File: src/rtl/fpc_pkg.sv
package fpc_pkg;

	// ---------------------------------------------------------------
	// Register map.
	// ---------------------------------------------------------------
	localparam logic [11:0] FPC_OFS_PC_LOW = 12'h000;
	localparam logic [11:0] FPC_OFS_PCH = 12'h004;
	localparam logic [11:0] FPC_OFS_CTRL = 12'h008;
	localparam logic [11:0] FPC_OFS_STAT = 12'h00C;

	// ---------------------------------------------------------------
	// Fields, widths and reset values.
	// ---------------------------------------------------------------
	localparam int FPC_PHASES = 4;
	localparam int FPC_LOW_W = 8;
	localparam int FPC_PC_W_8K = 13;
	localparam int FPC_INSTR_W = 16;
	localparam int FPC_CTRL_RUN = 0;
	localparam logic [31:0] FPC_CTRL_RST = 32'h0000_0001;
	localparam int FPC_STAT_VALID = 4;
	localparam int FPC_STAT_PEND = 5;
	localparam logic [3:0] FPC_PHASE_T1 = 4'h1;
	localparam logic [3:0] FPC_PHASE_T4 = 4'h8;

endpackage : fpc_pkg

File: src/rtl/fpc_fetch_pc.sv
// The APB slave port and the register offsets were decided locally.
`timescale 1ns/1ps
// How it works
// (RULE1) Four one-hot phases from clk_sys form one instruction cycle.
// (RULE2) PC advances entering T1, and the new fetch is issued then.
// (RULE3) Decode and execute strobes are active during T2, T3 and T4.
// (RULE4) Fetch of the next instruction overlaps execution of the current.
// (RULE5) Branches take two cycles: target obtained, then dummy cycle while fetching.
// (RULE6) Without a branch the PC increments by one per instruction.
// (RULE7) Jump, call, interrupt and reset load a non-consecutive target.
// (RULE8) A taken skip discards the prefetched word and runs a dummy cycle.
// (RULE9) Software reaches only the low eight PC bits; the high bits can also be read over APB at FPC_OFS_PCH.
// (RULE10) The low byte register is readable and writable for program control.
// (RULE11) Writing the low byte jumps within the current 256-word page.
// (RULE12) Such a write inserts a dummy cycle to prefetch the new address.
// (RULE13) PC is 12 or 13 bits wide and clears to zero at reset.
module fpc_fetch_pc
	import fpc_pkg::*;
#(
	parameter int PC_W = FPC_PC_W_8K,
	parameter int PHASE_DIV = 1
) (
	// Clock and reset.
	input wire logic clk_sys,
	input wire logic rst_n,
	// APB slave.
	input wire logic psel,
	input wire logic penable,
	input wire logic pwrite,
	input wire logic [11:0] paddr,
	input wire logic [31:0] pwdata,
	output logic [31:0] prdata,
	output logic pready,
	output logic pslverr,
	// Program memory.
	output logic [PC_W-1:0] pmAddr,
	output logic pmRead,
	input wire logic [FPC_INSTR_W-1:0] pmData,
	// Decode and execute side, sampled during T4.
	input wire logic exJump,
	input wire logic [PC_W-1:0] exTarget,
	input wire logic exSkip,
	input wire logic exLowWr,
	input wire logic [FPC_LOW_W-1:0] exLowData,
	input wire logic intAck,
	input wire logic [PC_W-1:0] intVector,
	output logic [FPC_INSTR_W-1:0] execInstr,
	output logic execValid,
	output logic [FPC_PHASES-1:0] instrPhase,
	output logic [PC_W-1:0] pcValue
);

	// ---------------------------------------------------------------
	// Helpers.
	// ---------------------------------------------------------------
	function automatic logic [PC_W-1:0] pageJump(input logic [PC_W-1:0] pc, input logic [FPC_LOW_W-1:0] low);
		pageJump = {pc[PC_W-1:FPC_LOW_W], low};
	endfunction : pageJump

	// ---------------------------------------------------------------
	// State.
	// ---------------------------------------------------------------
	logic [PC_W-1:0] pc_r;
	logic [PC_W-1:0] pmAddr_r;
	logic pmRead_r;
	logic [FPC_INSTR_W-1:0] fetchBuf_r;
	logic [FPC_INSTR_W-1:0] execInstr_r;
	logic execValid_r;
	logic primed_r;
	logic runEn_r;
	logic swPend_r;
	logic [FPC_LOW_W-1:0] swLow_r;
	logic [31:0] prdata_r;
	logic pready_r;
	logic pslverr_r;
	logic [FPC_PHASES-1:0] phaseOh;
	logic phaseStep;

	fpc_phase_gen #(
		.PHASE_DIV(PHASE_DIV)
	) u_phase (
		.clk_sys(clk_sys),
		.rst_n(rst_n),
		.runEn(runEn_r),
		.phaseOh_r(phaseOh),
		.phaseStep(phaseStep)
	);

	// ---------------------------------------------------------------
	// Sequencing decode.
	// ---------------------------------------------------------------
	wire enterT1 = phaseStep && (phaseOh == FPC_PHASE_T4);
	wire enterT2 = phaseStep && (phaseOh == FPC_PHASE_T1);
	// Jump, skip and low byte write count only from a real instruction; a dummy slot is ignored. Interrupt and software write redirect regardless.
	wire exLive = execValid_r;
	wire doInt = intAck;
	wire doJump = exLive && exJump;
	wire doExLow = exLive && exLowWr;
	wire doSwLow = swPend_r;
	wire doSkip = exLive && exSkip;
	wire redirect = doInt || doJump || doExLow || doSwLow;
	// (RULE7) Interrupt outranks jump, jump outranks a low byte write.
	wire [PC_W-1:0] loadPc = doInt ? intVector :
		doJump ? exTarget :
		// (RULE11) Low byte write keeps the page bits.
		doExLow ? pageJump(pc_r, exLowData) : pageJump(pc_r, swLow_r);
	wire [PC_W-1:0] fetchPc = redirect ? loadPc : pc_r;

	// ---------------------------------------------------------------
	// Program counter and fetch.
	// ---------------------------------------------------------------
	// The increment sits at the T1 edge so that the PC always names the next word.
	always_ff @(posedge clk_sys) begin
		if (!rst_n) begin
			// (RULE13) Clear to the reset vector.
			pc_r <= '0;
			pmAddr_r <= '0;
			pmRead_r <= 1'b0;
		end else if (enterT1) begin
			// (RULE2) Advance and fetch in T1.
			pmAddr_r <= fetchPc;
			// (RULE6) Plain increment.
			pc_r <= fetchPc + PC_W'(1);
			pmRead_r <= 1'b1;
		end else begin
			pmRead_r <= 1'b0;
		end
	end

	// (RULE4) Fetched word lands while the previous one executes.
	always_ff @(posedge clk_sys) begin
		if (!rst_n) begin
			fetchBuf_r <= '0;
		end else if (enterT2) begin
			fetchBuf_r <= pmData;
		end
	end

	// (RULE4) Right after reset nothing has been fetched, so the first slot is a dummy.
	always_ff @(posedge clk_sys) begin
		if (!rst_n) begin
			primed_r <= 1'b0;
		end else if (enterT2) begin
			primed_r <= 1'b1;
		end
	end

	// (RULE5) Redirect or skip turns the prefetched word into a dummy.
	always_ff @(posedge clk_sys) begin
		if (!rst_n) begin
			execInstr_r <= '0;
			execValid_r <= 1'b0;
		end else if (enterT1) begin
			execInstr_r <= fetchBuf_r;
			// (RULE8) Skip discards the prefetch.
			execValid_r <= primed_r && !(redirect || doSkip);
		end
	end

	// ---------------------------------------------------------------
	// APB slave.
	// ---------------------------------------------------------------
	wire apbSetup = psel && !penable && !pready_r;
	wire apbDone = psel && penable && pready_r;
	wire hitLow = (paddr == FPC_OFS_PC_LOW);
	wire hitPch = (paddr == FPC_OFS_PCH);
	wire hitCtrl = (paddr == FPC_OFS_CTRL);
	wire hitStat = (paddr == FPC_OFS_STAT);
	wire hitAny = hitLow || hitPch || hitCtrl || hitStat;
	// (RULE9) High bits are read only; a write there is refused.
	wire badAcc = !hitAny || (pwrite && (hitPch || hitStat));
	wire [31:0] statWord = {26'h000_0000, swPend_r, execValid_r, phaseOh};
	// (RULE10) Low byte reads back the live PC.
	wire [31:0] rdMux = hitLow ? {24'h00_0000, pc_r[FPC_LOW_W-1:0]} :
		hitPch ? 32'(pc_r[PC_W-1:FPC_LOW_W]) :
		hitCtrl ? {31'h0000_0000, runEn_r} :
		hitStat ? statWord : 32'h0000_0000;
	wire swWrLow = apbDone && pwrite && hitLow;

	// No wait state: the answer is prepared in setup and shown in the first access cycle.
	always_ff @(posedge clk_sys) begin
		if (!rst_n) begin
			pready_r <= 1'b0;
			pslverr_r <= 1'b0;
			prdata_r <= 32'h0000_0000;
		end else begin
			pready_r <= apbSetup;
			pslverr_r <= apbSetup && badAcc;
			prdata_r <= (apbSetup && !pwrite && !badAcc) ? rdMux : 32'h0000_0000;
		end
	end

	always_ff @(posedge clk_sys) begin
		if (!rst_n) begin
			runEn_r <= FPC_CTRL_RST[FPC_CTRL_RUN];
		end else if (apbDone && pwrite && hitCtrl) begin
			runEn_r <= pwdata[FPC_CTRL_RUN];
		end
	end

	// (RULE12) A software write waits for the next T1 and then redirects.
	// A write in the same cycle as consumption wins and stays pending.
	always_ff @(posedge clk_sys) begin
		if (!rst_n) begin
			swPend_r <= 1'b0;
			swLow_r <= '0;
		end else if (swWrLow) begin
			swPend_r <= 1'b1;
			swLow_r <= pwdata[FPC_LOW_W-1:0];
		end else if (enterT1) begin
			swPend_r <= 1'b0;
		end
	end

	// ---------------------------------------------------------------
	// Outputs.
	// ---------------------------------------------------------------
	assign prdata = prdata_r;
	assign pready = pready_r;
	assign pslverr = pslverr_r;
	assign pmAddr = pmAddr_r;
	assign pmRead = pmRead_r;
	assign execInstr = execInstr_r;
	assign execValid = execValid_r;
	// (RULE3) Execute side reads T2 to T4 from this.
	assign instrPhase = phaseOh;
	assign pcValue = pc_r;
endmodule : fpc_fetch_pc

File: src/rtl/fpc_phase_gen.sv
`timescale 1ns/1ps
module fpc_phase_gen
	import fpc_pkg::*;
#(
	parameter int PHASE_DIV = 1
) (
	// Clock and reset.
	input wire logic clk_sys,
	input wire logic rst_n,
	// Control.
	input wire logic runEn,
	// Phase outputs.
	output logic [FPC_PHASES-1:0] phaseOh_r,
	output logic phaseStep
);

	// ---------------------------------------------------------------
	// Divider: one step pulse every PHASE_DIV clocks.
	// ---------------------------------------------------------------
	logic [15:0] divCnt_r;
	logic divLast;

	assign divLast = (divCnt_r == 16'(PHASE_DIV - 1));
	assign phaseStep = runEn && divLast;

	always_ff @(posedge clk_sys) begin
		if (!rst_n) begin
			divCnt_r <= 16'h0000;
		end else if (!runEn || divLast) begin
			divCnt_r <= 16'h0000;
		end else begin
			divCnt_r <= divCnt_r + 16'h0001;
		end
	end

	// ---------------------------------------------------------------
	// Phase ring.
	// ---------------------------------------------------------------
	// Reset parks in T4 so that the first step enters T1 and fetches the vector.
	// (RULE1) Non-overlapping one-hot phases.
	always_ff @(posedge clk_sys) begin
		if (!rst_n) begin
			phaseOh_r <= FPC_PHASE_T4;
		end else if (phaseStep) begin
			phaseOh_r <= {phaseOh_r[FPC_PHASES-2:0], phaseOh_r[FPC_PHASES-1]};
		end
	end
endmodule : fpc_phase_gen

File: config.mk
export PLATFORM = sky130hd
export DESIGN_NAME = fpc_fetch_pc
export DESIGN_NICKNAME = d
export VERILOG_FILES = /design/src/rtl/fpc_pkg.sv /design/src/rtl/fpc_fetch_pc.sv /design/src/rtl/fpc_phase_gen.sv
export SDC_FILE = /design/constraint.sdc
export NUM_CORES = 1
export LEC_CHECK = 0
export ABC_AREA = 1
export BUFFER_PORTS_ARGS = -buffer_cell sky130_fd_sc_hd__buf_2
export CAP_MARGIN = 20
export CELL_PAD_IN_SITES_DETAIL_PLACEMENT = 2
export CELL_PAD_IN_SITES_GLOBAL_PLACEMENT = 2
export CORE_MARGIN = 5
export CORE_UTILIZATION = 28
export DETAILED_ROUTE_END_ITERATION = 8
export GPL_ROUTABILITY_DRIVEN = 0
export HOLD_SLACK_MARGIN = 0.03
export PLACE_DENSITY = 0.89
export SLEW_MARGIN = 30
export SYNTH_ARGS = -nofsm -noshare
export SYNTH_HDL_FRONTEND = slang
export SYNTH_HIERARCHICAL = 1
export SYNTH_SLANG_ARGS = --single-unit
File: constraint.sdc
create_clock -name clk_sys -period 3.3 [get_ports clk_sys]
set_clock_uncertainty 0.2 [all_clocks]
set_input_delay 0.495 -clock clk_sys [delete_from_list [all_inputs] [get_ports clk_sys]]
set_output_delay 0.495 -clock clk_sys [all_outputs]
set_load 0.03 [all_outputs]
==> results of run 1 <==
[path summary, 6_finish.rpt]
| path | endpoint | depth (start not counted) | startpoint |
|---|---|---|---|
| max | pcValue[8]$_SDFFE_PN0P_ | 15 | execValid$_SDFFE_PN0P_ |
| min | pready$_SDFF_PN0_ | 2 | penable |
| max reg2reg | pcValue[8]$_SDFFE_PN0P_ | 15 | execValid$_SDFFE_PN0P_ |
| min reg2reg | fetchBuf_r[13]$_SDFFE_PN0P_ | 2 | fetchBuf_r[13]$_SDFFE_PN0P_ |
[metal layers]
layer  vias to the layer above  wire length, um
met5                         -               13
met4                         2              307
met3                        25              943
met2                       124             8800
met1                      2492             8080
li1                       2528                -
[power by group]
| part | internal, mW | switching, mW | total, mW |
|---|---|---|---|
| sequential | 1.27 | 0.0348 | 1.30 |
| combinational | 0.132 | 0.337 | 0.469 |
| clock | 0.688 | 0.499 | 1.19 |
[registers in the layout, summed over array words and instances, names as in the netlist, 4 cells and up]
register / cells
execInstr: 16
fetchBuf_r: 16
u_phase/divCnt_r: 16
pcValue: 13
pmAddr: 13
prdata: 8
swLow_r: 8
u_phase/phaseOh_r: 4
[stage by stage]
stage / instance area [um2] / hold WS (ps) / setup slack [ps] / std cells / utilization
global route: 6280 / 135 / 354 / 1088 / 0.349
CTS: 6280 / 132 / 535 / 1088 / 0.349
floorplan: 5250 / 225 / 1000 / 747 / -
detailed placement: 5960 / 243 / 506 / 1072 / 0.331
finish: 6280 / 143 / 578 / 1088 / 0.349
global placement: 5960 / 235 / 606 / 1072 / 0.331
[logic make-up after synthesis]
logic type                 after synthesis  synth area share
adders and majority gates                3           0.00728
buffers and inverters                  146             0.134
AOI/OAI and AO/OA                      134             0.136
xor gates and xnor gates                 9            0.0153
DFF                                    101             0.392
other                                    1          0.000727
and+or+nand+nor                        330             0.315
[area by class of cell]
class / instances / area [um2] / area share
clock buffer: 11 / 243 / 0.0386
clock inverter: 5 / 81.3 / 0.0129
inverter: 97 / 369 / 0.0587
multi-input combinational: 500 / 2530 / 0.403
sequential: 101 / 2020 / 0.322
tap: 229 / 287 / 0.0456
timing repair buffer: 145 / 748 / 0.119
[layout by cell type, fill, tap and decap left out, types with 3 or more instances in the layout]
cell and count:
nor3_1 5, nand4_1 12, dfxtp_1 101, nand2_2 13
xor2_1 7, nand3_4 3, nand2_1 136, nor2_4 10
clkbuf_16 9, nor2_2 6, a31oi_1 3, conb_1 24
nand3_1 57, o21ai_0 70, a21oi_1 51, ha_1 3
buf_4 9, inv_1 93, nor2_1 76, nand3_2 3
buf_2 136
[critical path, cell delays in order (launching register included)]
cell and delay, ps:
dfxtp_1 410, buf_4 270, nand2_8 110, inv_1 100, nand2_1 60, nand2_1 60, nand2_1 60, nand3_1 90
nand2_1 170, inv_1 150, ha_1 240, nand3_4 110, nor2_4 180, nand2_1 110, o21ai_1 190, nor2_1 80
==> run_results.csv, run 1 <==
group,metric,value,unit
timing,hold_viol_final,0,
cts,clockBufferDepth,2,
floorplanning,die_h,146,um
min_path,hp-class,"in -> reg",
logic_synthesis,yosysUniqueCellTypes,41,
timing,worstMarginPinSlew,683,ps
logic_synthesis,synth_cells,724,
worst_setup_path,worst-r2r-setup-slack,580,ps
pwr,p_total,2.96,mW
global_route,grt_pass1_vias,5552,
logic_synthesis,synth_most_common_cell,"nand2_1",
global_route,grt_pass1_wl,29200,um
timing,tns,0,ps
logic_synthesis,synth_seq_area_share,0.392,
cts,clock_sinks,101,
cts,hold_buffers,0,
floorplanning,initial_core_util,0.286,
logic_synthesis,ys_ff_latch,101,
global_route,grt_use_total,0.169,
worst_setup_path,cp_data_arrival_time,2760,ps
timing,timing.slew.headroom,0.545,
route,ant_nets,0,
route,drc,0,
global_route,top_usage_layer,"met2",
logic_synthesis,ys_warn_count,6,
final_layout,diodes,0,
logic_synthesis,yosys-top-cells-area,"dfxtp_1, nand2_1, o21ai_0",
route,first_iter_violations,215,
worst_setup_path,endpoint_kind,"register",
pwr,p_per_area,471,mW/mm2
cts,cts_root_buffer,"clkbuf_16",
global_route,grt_max_degree,65,
pwr,total_leakage_power,2.85,nW
floorplanning,die-area,0.0212,mm2
cts,cts-htree-levels,3,
cts,path_clk_slew,70,ps
run_status,status,"completed",
place,io_buffers,136,
logic_synthesis,synth_top_area_share,0.392,
logic_synthesis,yosysTopAreaCell,"dfxtp_1",
global_route,use_met1,0.210,
job,maxCapViolations,0,
cts,ctsResizeCount,0,
global_route,grt_use_met3,0.0430,
logic_synthesis,ys.flop_type,"dfxtp_1",
logic_synthesis,synth_area_per_cell,7.13,um2
timing,slew_violations,0,
timing,rsz0062_at_grt,"no",
global_route,gr-total-overflow,0,
cts,cts_setup_buffers,0,
global_route,antenna_found_initial,1,
route,finalWirelength,18100,um
floorplanning,die_x,146,um
pwr,vdd_ir_drop_max,0.270,mV
final_layout,fill_cells,2215,
timing,setup_violations,0,
worst_setup_path,setup.worst_path.start_class,"register",
floorplanning,fp.coreArea,0.0180,mm2
route,drt-vias-per-instance,4.75,
final_layout,drive_gt1_frac,0.242,
floorplanning,io_pins,185,
logic_synthesis,synth_enable_flop_cells,0,
logic_synthesis,async_flop_share,0,
logic_synthesis,syn-cell-area,0.00516,mm2
worst_setup_path,path_max_fanout,11,
floorplanning,fp-row-count,49,
cts,numCtsBuffers,9,
final_layout,nNetsFinal,960,
route,firstDrtPassIters,4,
cts,cts_tree,"yes",
logic_synthesis,synth_common_cells,"nand2_1, dfxtp_1, inv_1",
worst_setup_path,critPathKind,"reg -> reg",
route,routedWlPerCell,16.7,um
place,dp_hpwl,13900,um
timing,period_needed,2720,ps
cts,clk_latency,360,ps
final_layout,syn2layout_area_growth,21.8,%
worst_setup_path,cp.required,3340,ps
timing,max_freq,367,MHz
route,via_count,5171,
timing,min_period_over_period,0.825,
global_route,grt_util_met2,0.289,
No activity file was read; power rests on OpenSTA's default activity.
==> run 2: changes to the inputs <==
--- a/config.mk
+++ b/config.mk
@@ -11,11 +11,11 @@
 export CELL_PAD_IN_SITES_DETAIL_PLACEMENT = 2
 export CELL_PAD_IN_SITES_GLOBAL_PLACEMENT = 2
 export CORE_MARGIN = 5
-export CORE_UTILIZATION = 28
+export CORE_UTILIZATION = 24
 export DETAILED_ROUTE_END_ITERATION = 8
 export GPL_ROUTABILITY_DRIVEN = 0
 export HOLD_SLACK_MARGIN = 0.03
-export PLACE_DENSITY = 0.89
+export PLACE_DENSITY = 0.82
 export SLEW_MARGIN = 30
 export SYNTH_ARGS = -nofsm -noshare
 export SYNTH_HDL_FRONTEND = slang
==> constraint.sdc (replaced) <==
create_clock -name clk_sys -period 2.5 [get_ports clk_sys]
set_clock_uncertainty 0.2 [all_clocks]
set_input_delay 0.375 -clock clk_sys [delete_from_list [all_inputs] [get_ports clk_sys]]
set_output_delay 0.375 -clock clk_sys [all_outputs]
set_load 0.03 [all_outputs]
==> run 2 against run 1 <==
Combinational power up 42%. Global-route usage is 1.5 points lower. Sequential power up 32%. Clock power increased by 30%. Flip-flop and latch count unchanged. Maximum frequency up 17%. Via count is 1.9% higher. Count of clock-buffer cells in the layout decreased by 1. Critical path type unchanged. Highest routed layer unchanged.
==> run_results.csv, run 2 (same netlist as run 1, synthesis figures left out) <==
group,metric,value,unit
cts,clock_sinks,101,
final_layout,utilization,0.309,
place,dp_slack,20.9,ps
worst_setup_path,cp-startpoint,"execValid$_SDFFE_PN0P_",
timing,max_freq,430,MHz
timing,worstMarginPinSlew,567,ps
route,first_iter_violations,153,
worst_setup_path,critPathKind,"reg -> reg",
final_layout,mostFrequentLayoutCells,"buf_2, nand2_1, dfxtp_1",
final_layout,fin_area,0.00652,mm2
final_layout,drive_gt1_frac,0.261,
cts,numCtsBuffers,9,
job,maxCapViolations,0,
floorplanning,die-area,0.0245,mm2
pwr,p_per_area,604,mW/mm2
worst_setup_path,cp.required,2590,ps
floorplanning,fp-row-count,53,
floorplanning,fp.coreArea,0.0211,mm2
route,drc,0,
final_layout,instances_no_fill,1150,
timing,period_needed,2320,ps
floorplanning,die_h,157,um
cts,clk_latency,360,ps
place,io_buffers,136,
timing,hold_viol_final,0,
global_route,grt_util_met2,0.262,
worst_setup_path,setup.worst_path.start_class,"register",
global_route,use_met1,0.199,
timing,whs,65.2,ps
min_path,hp-class,"in -> reg",
global_route,grt_use_met3,0.0348,
pwr,vdd_ir_drop_max,0.391,mV
global_route,antenna_found_initial,1,
worst_setup_path,endpoint_kind,"register",
global_route,grt_pass1_vias,5783,
route,firstDrtPassIters,4,
timing,slew_violations,0,
worst_setup_path,timing.rr.start,"execValid$_SDFFE_PN0P_",
route,ant_nets,0,
cts,path_clk_slew,70,ps
cts,cts_tree,"yes",
worst_setup_path,r2r-end,"pcValue[8]$_SDFFE_PN0P_",
route,routedWlPerCell,16.4,um
route,via_count,5269,
route,drt-vias-per-instance,4.58,
worst_setup_path,path_max_fanout,10,
place,place_area,0.00610,mm2
timing,setup_violations,0,
worst_setup_path,r2r_cells,13,
place,place_inst,1128,
global_route,grt_max_degree,35,
worst_setup_path,endpoint,"pcValue[8]$_SDFFE_PN0P_",
cts,clockBufferDepth,2,
global_route,gr-total-overflow,0,
global_route,grt_pass1_wl,30200,um
final_layout,nNetsFinal,977,
floorplanning,die_x,157,um
global_route,top_usage_layer,"met2",
cts,cts-htree-levels,3,
final_layout,layout_commonest_cell,"buf_2",
place,dp_hpwl,14400,um
worst_setup_path,worst-r2r-setup-slack,180,ps
timing,rsz0062_at_grt,"no",
floorplanning,io_pins,185,
final_layout,diodes,0,
timing,setup_slack,176,ps
pwr,total_leakage_power,2.94,nW
timing,timing.slew.headroom,0.621,
final_layout,syn2layout_area_growth,26.3,%
global_route,grt_use_total,0.154,
run_status,status,"completed",
route,finalWirelength,18800,um
worst_setup_path,cp_data_arrival_time,2410,ps
cts,cts_root_buffer,"clkbuf_16",
timing,min_period_over_period,0.930,
pwr,p_total,3.94,mW
floorplanning,initial_core_util,0.245,
timing,tns,0,ps
==> run 2: where the power goes <==
group	total [mW]	switching, mW	internal [mW]
logic	0.664	0.458	0.205
clock network	1.55	0.675	0.879
registers	1.72	0.0456	1.67
==> run 2: repair_timing <==
item,CTS,global route
hold buffers,1,0
gates cloned,0,1
gates resized for setup,1,8
endpoints found under the hold margin,1,0
endpoints found under the setup margin,1,23
setup buffers,0,5
pin swaps,0,1
==> run 2: layout make-up <==
type,count,area (um2)
Clock buffer,10,229
Clock inverter,5,85.1
Fill cell,2601,14600
Inverter,97,373
Multi-Input combinational cell,500,2550
Sequential cell,101,2030
Tap cell,275,344
Timing Repair Buffer,162,905
==> run 2: worst max-delay path, cell delays in order (launching register included) <==
cell and delay (ps):
dfxtp_4 390, buf_4 170, nand2_8 90, nand4_4 190
inv_4 170, nand2_1 100, nand2_2 120, ha_4 150
nand3_4 90, nor2_4 200, nand2_1 110, nand2_1 90
inv_1 50, nor2_1 130
==> run 2: metal layers <==
layer | wire length [um] | share of wire
met1 | 8490 | 0.45
met2 | 9060 | 0.48
met3 | 1030 | 0.055
met4 | 223 | 0.012
met5 | 7 | 0.00037
==> run 2: how the worst min path moves through the flow <==
stage / to / slack (ps) / cells past startpoint / start
global route: pready$_SDFF_PN0_ / 70 / 3 / psel
detailed placement: fetchBuf_r[5]$_SDFFE_PN0P_ / 250 / 2 / fetchBuf_r[5]$_SDFFE_PN0P_
global placement: fetchBuf_r[10]$_SDFFE_PN0P_ / 230 / 2 / fetchBuf_r[10]$_SDFFE_PN0P_
floorplan: fetchBuf_r[0]$_SDFFE_PN0P_ / 220 / 2 / fetchBuf_r[0]$_SDFFE_PN0P_
finish: pready$_SDFF_PN0_ / 70 / 3 / psel
CTS: pready$_SDFF_PN0_ / 50 / 3 / psel
==> run 3: changes to the inputs <==
--- a/config.mk
+++ b/config.mk
@@ -5,17 +5,16 @@
 export SDC_FILE = /design/constraint.sdc
 export NUM_CORES = 1
 export LEC_CHECK = 0
-export ABC_AREA = 1
 export BUFFER_PORTS_ARGS = -buffer_cell sky130_fd_sc_hd__buf_2
 export CAP_MARGIN = 20
 export CELL_PAD_IN_SITES_DETAIL_PLACEMENT = 2
 export CELL_PAD_IN_SITES_GLOBAL_PLACEMENT = 2
 export CORE_MARGIN = 5
-export CORE_UTILIZATION = 24
+export CORE_UTILIZATION = 25
 export DETAILED_ROUTE_END_ITERATION = 8
 export GPL_ROUTABILITY_DRIVEN = 0
 export HOLD_SLACK_MARGIN = 0.03
-export PLACE_DENSITY = 0.82
+export PLACE_DENSITY = 0.81
 export SLEW_MARGIN = 30
 export SYNTH_ARGS = -nofsm -noshare
 export SYNTH_HDL_FRONTEND = slang
==> run 3 against run 2 <==
The flow now finishes with violations (negative setup slack). Critical path depth fell by 3. Sequential power about the same. Cell count down 9.0%. Maximum frequency fell by 11%. Register-to-register slack got worse by 290 ps. Via count shrank 6.8%. Setup slack worse by 290 ps. Critical endpoint is now pcValue[7]$_SDFFE_PN0P_. Routed wire length grew 2.0%. Die area is 7.8% lower. Non-clock buffer count rose by 54. Sequential share of layout area down 1.7 points.
==> run_results.csv, run 3 <==
group,metric,value,unit
worst_setup_path,path_max_fanout,8,
final_layout,utilization,0.355,
final_layout,nNetsFinal,885,
route,ant_nets,0,
cts,cts-htree-levels,3,
timing,min_period_over_period,1.05,
cts,clockBufferDepth,2,
logic_synthesis,synth_enable_flop_cells,0,
floorplanning,die_x,150,um
min_path,min_from,"pmData[9]",
logic_synthesis,ys.flop_type,"dfxtp_1",
final_layout,fin_area,0.00691,mm2
pwr,p_total,3.75,mW
min_path,hp-class,"in -> reg",
pwr,p_per_area,543,mW/mm2
pwr,vdd_ir_drop_max,0.292,mV
timing,rsz0062_at_grt,"yes",
logic_synthesis,ys_warn_count,6,
global_route,grt_use_total,0.161,
logic_synthesis,synth_top_area_share,0.410,
logic_synthesis,synth_most_common_cell,"nand2_1",
cts,cts_tree,"yes",
floorplanning,fp.coreArea,0.0195,mm2
logic_synthesis,synth_area_per_cell,8.40,um2
route,drt-vias-per-instance,4.69,
logic_synthesis,ys_ff_latch,101,
floorplanning,die-area,0.0226,mm2
worst_setup_path,timing.rr.start,"execValid$_SDFFE_PN0P_",
global_route,grt_pass1_vias,5360,
final_layout,layout_commonest_cell,"buf_2",
final_layout,drive_gt1_frac,0.371,
logic_synthesis,yosysUniqueCellTypes,60,
worst_setup_path,endpoint_kind,"register",
logic_synthesis,synth_cells,587,
global_route,antenna_found_initial,1,
timing,setup_violations,33,
cts,clock_sinks,101,
floorplanning,fp-row-count,51,
global_route,grt_pass1_wl,28300,um
floorplanning,io_pins,185,
global_route,gr-total-overflow,0,
logic_synthesis,synth_common_cells,"nand2_1, dfxtp_1, a21boi_0",
timing,timing.slew.headroom,0.484,
cts,hold_buffers,0,
run_status,status,"complete, but fails checks",
worst_setup_path,cp_data_arrival_time,2680,ps
timing,hold_viol_final,0,
cts,path_clk_slew,70,ps
logic_synthesis,yosysTopAreaCell,"dfxtp_1",
floorplanning,die_h,150,um
floorplanning,initial_core_util,0.253,
worst_setup_path,cp-startpoint,"execValid$_SDFFE_PN0P_",
place,io_buffers,136,
route,via_count,4910,
timing,slew_violations,0,
worst_setup_path,r2r_cells,10,
timing,max_freq,382,MHz
worst_setup_path,cp.required,2570,ps
timing,worstMarginPinSlew,774,ps
job,maxCapViolations,0,
timing,tns,-1240,ps
route,routedWlPerCell,18.3,um
pwr,total_leakage_power,2.93,nW
final_layout,syn2layout_area_growth,40.2,%
run_status,violations,"negative setup slack",
final_layout,diodes,0,
logic_synthesis,synth_seq_area_share,0.410,
timing,period_needed,2620,ps
place,dp_slack,-351,ps
logic_synthesis,syn-cell-area,0.00493,mm2
logic_synthesis,yosys-top-cells-area,"dfxtp_1, nand2_1, a21boi_0",
route,firstDrtPassIters,4,
logic_synthesis,async_flop_share,0,
worst_setup_path,setup.worst_path.start_class,"register",
min_path,hold_path_depth,3,
worst_setup_path,critPathKind,"reg -> reg",
cts,numCtsBuffers,9,
final_layout,mostFrequentLayoutCells,"buf_2, nand2_1, dfxtp_1",
cts,clk_latency,350,ps
route,first_iter_violations,91,
route,drc,0,
place,dp_hpwl,13500,um
route,finalWirelength,19200,um
place,place_area,0.00622,mm2
timing,setup_slack,-117,ps
cts,cts_root_buffer,"clkbuf_16",
final_layout,fill_cells,2234,
global_route,grt_max_degree,78,
-- run 3: changes by cell type in the layout (fill, tap and decap cells not counted), sizes merged, moves of 35 or more --
cell    previous run  this run
buf              161       214
a21oi             51        14
inv               97        11
nand3             63        11
o21ai             71        16
a21boi             1        48
nand2            153       118
nor2              92        45
-- run 3: logic make-up (layout without fill, tap and decap cells) --
group | after synthesis | count (layout) | share of synthesized area
muxes | 18 | 18 | 0.0368
xor gates and xnor gates | 21 | 21 | 0.0373
buffers and inverters | 69 | 241 | 0.0802
DFF | 101 | 101 | 0.410
and+or+nand+nor | 264 | 264 | 0.267
AOI/OAI and AO/OA | 110 | 110 | 0.160
adders and majority gates | 3 | 3 | 0.00762
other | 1 | 24 | 0.000761
-- run 3: area by class of cell --
| class | count | area (um2) | area share |
|---|---|---|---|
| Tap cell | 265 | 332 | 0.0480 |
| Inverter | 11 | 41.3 | 0.00598 |
| Timing Repair Buffer | 216 | 1430 | 0.207 |
| Clock inverter | 4 | 28.8 | 0.00417 |
| Multi-Input combinational cell | 440 | 2820 | 0.408 |
| Sequential cell | 101 | 2030 | 0.294 |
| Clock buffer | 10 | 229 | 0.0331 |
-- run 3: critical path: stages, from the launching register on --
cell and delay [ps]:
dfxtp_4 390, buf_2 170, a21boi_2 140, nor4_1 70
or4_1 530, buf_4 180, nor3_2 200, and4_4 280
buf_4 120, a211oi_2 60, nor3_1 200
-- run 3: stage by stage --
| step | hold WS (ps) | cells |
|---|---|---|
| 3_5_place_dp | 262 | 1017 |
| 6_report | 78.2 | 1047 |
| 4_1_cts | 61.0 | 1040 |
| 2_1_floorplan | 237 | 610 |
| 5_1_grt | 71.0 | 1047 |
| 3_3_place_gp | 252 | 1017 |
-- run 3: worst paths after layout --
path | end | slack (ps)
max reg2reg | pcValue[7]$_SDFFE_PN0P_ | -120
max | pcValue[7]$_SDFFE_PN0P_ | -120
min | fetchBuf_r[9]$_SDFFE_PN0P_ | 80
min reg2reg | execInstr[12]$_SDFFE_PN0P_ | 240
-- run 3: repair_timing --
action,in CTS,in global routing
cloned,1,2
endpoints found under the setup margin,47,60
pin swaps,5,24
setup buffers,8,5
resized for setup,29,66
-- run 3: routing by layer --
| metal | vias up | global-route usage | share of wire |
|---|---|---|---|
| li1 | 2337 | - | - |
| met1 | 2425 | 0.180 | 0.39 |
| met2 | 113 | 0.301 | 0.54 |
| met3 | 33 | 0.0325 | 0.042 |
| met4 | 2 | 0.0563 | 0.023 |
| met5 | - | 0 | 0.00068 |
-- run 3: power by group --
part           switching [mW]  internal (mW)  total [mW]
Combinational           0.436          0.293       0.729
Clock                   0.640          0.666        1.31
Sequential             0.0583           1.66        1.72
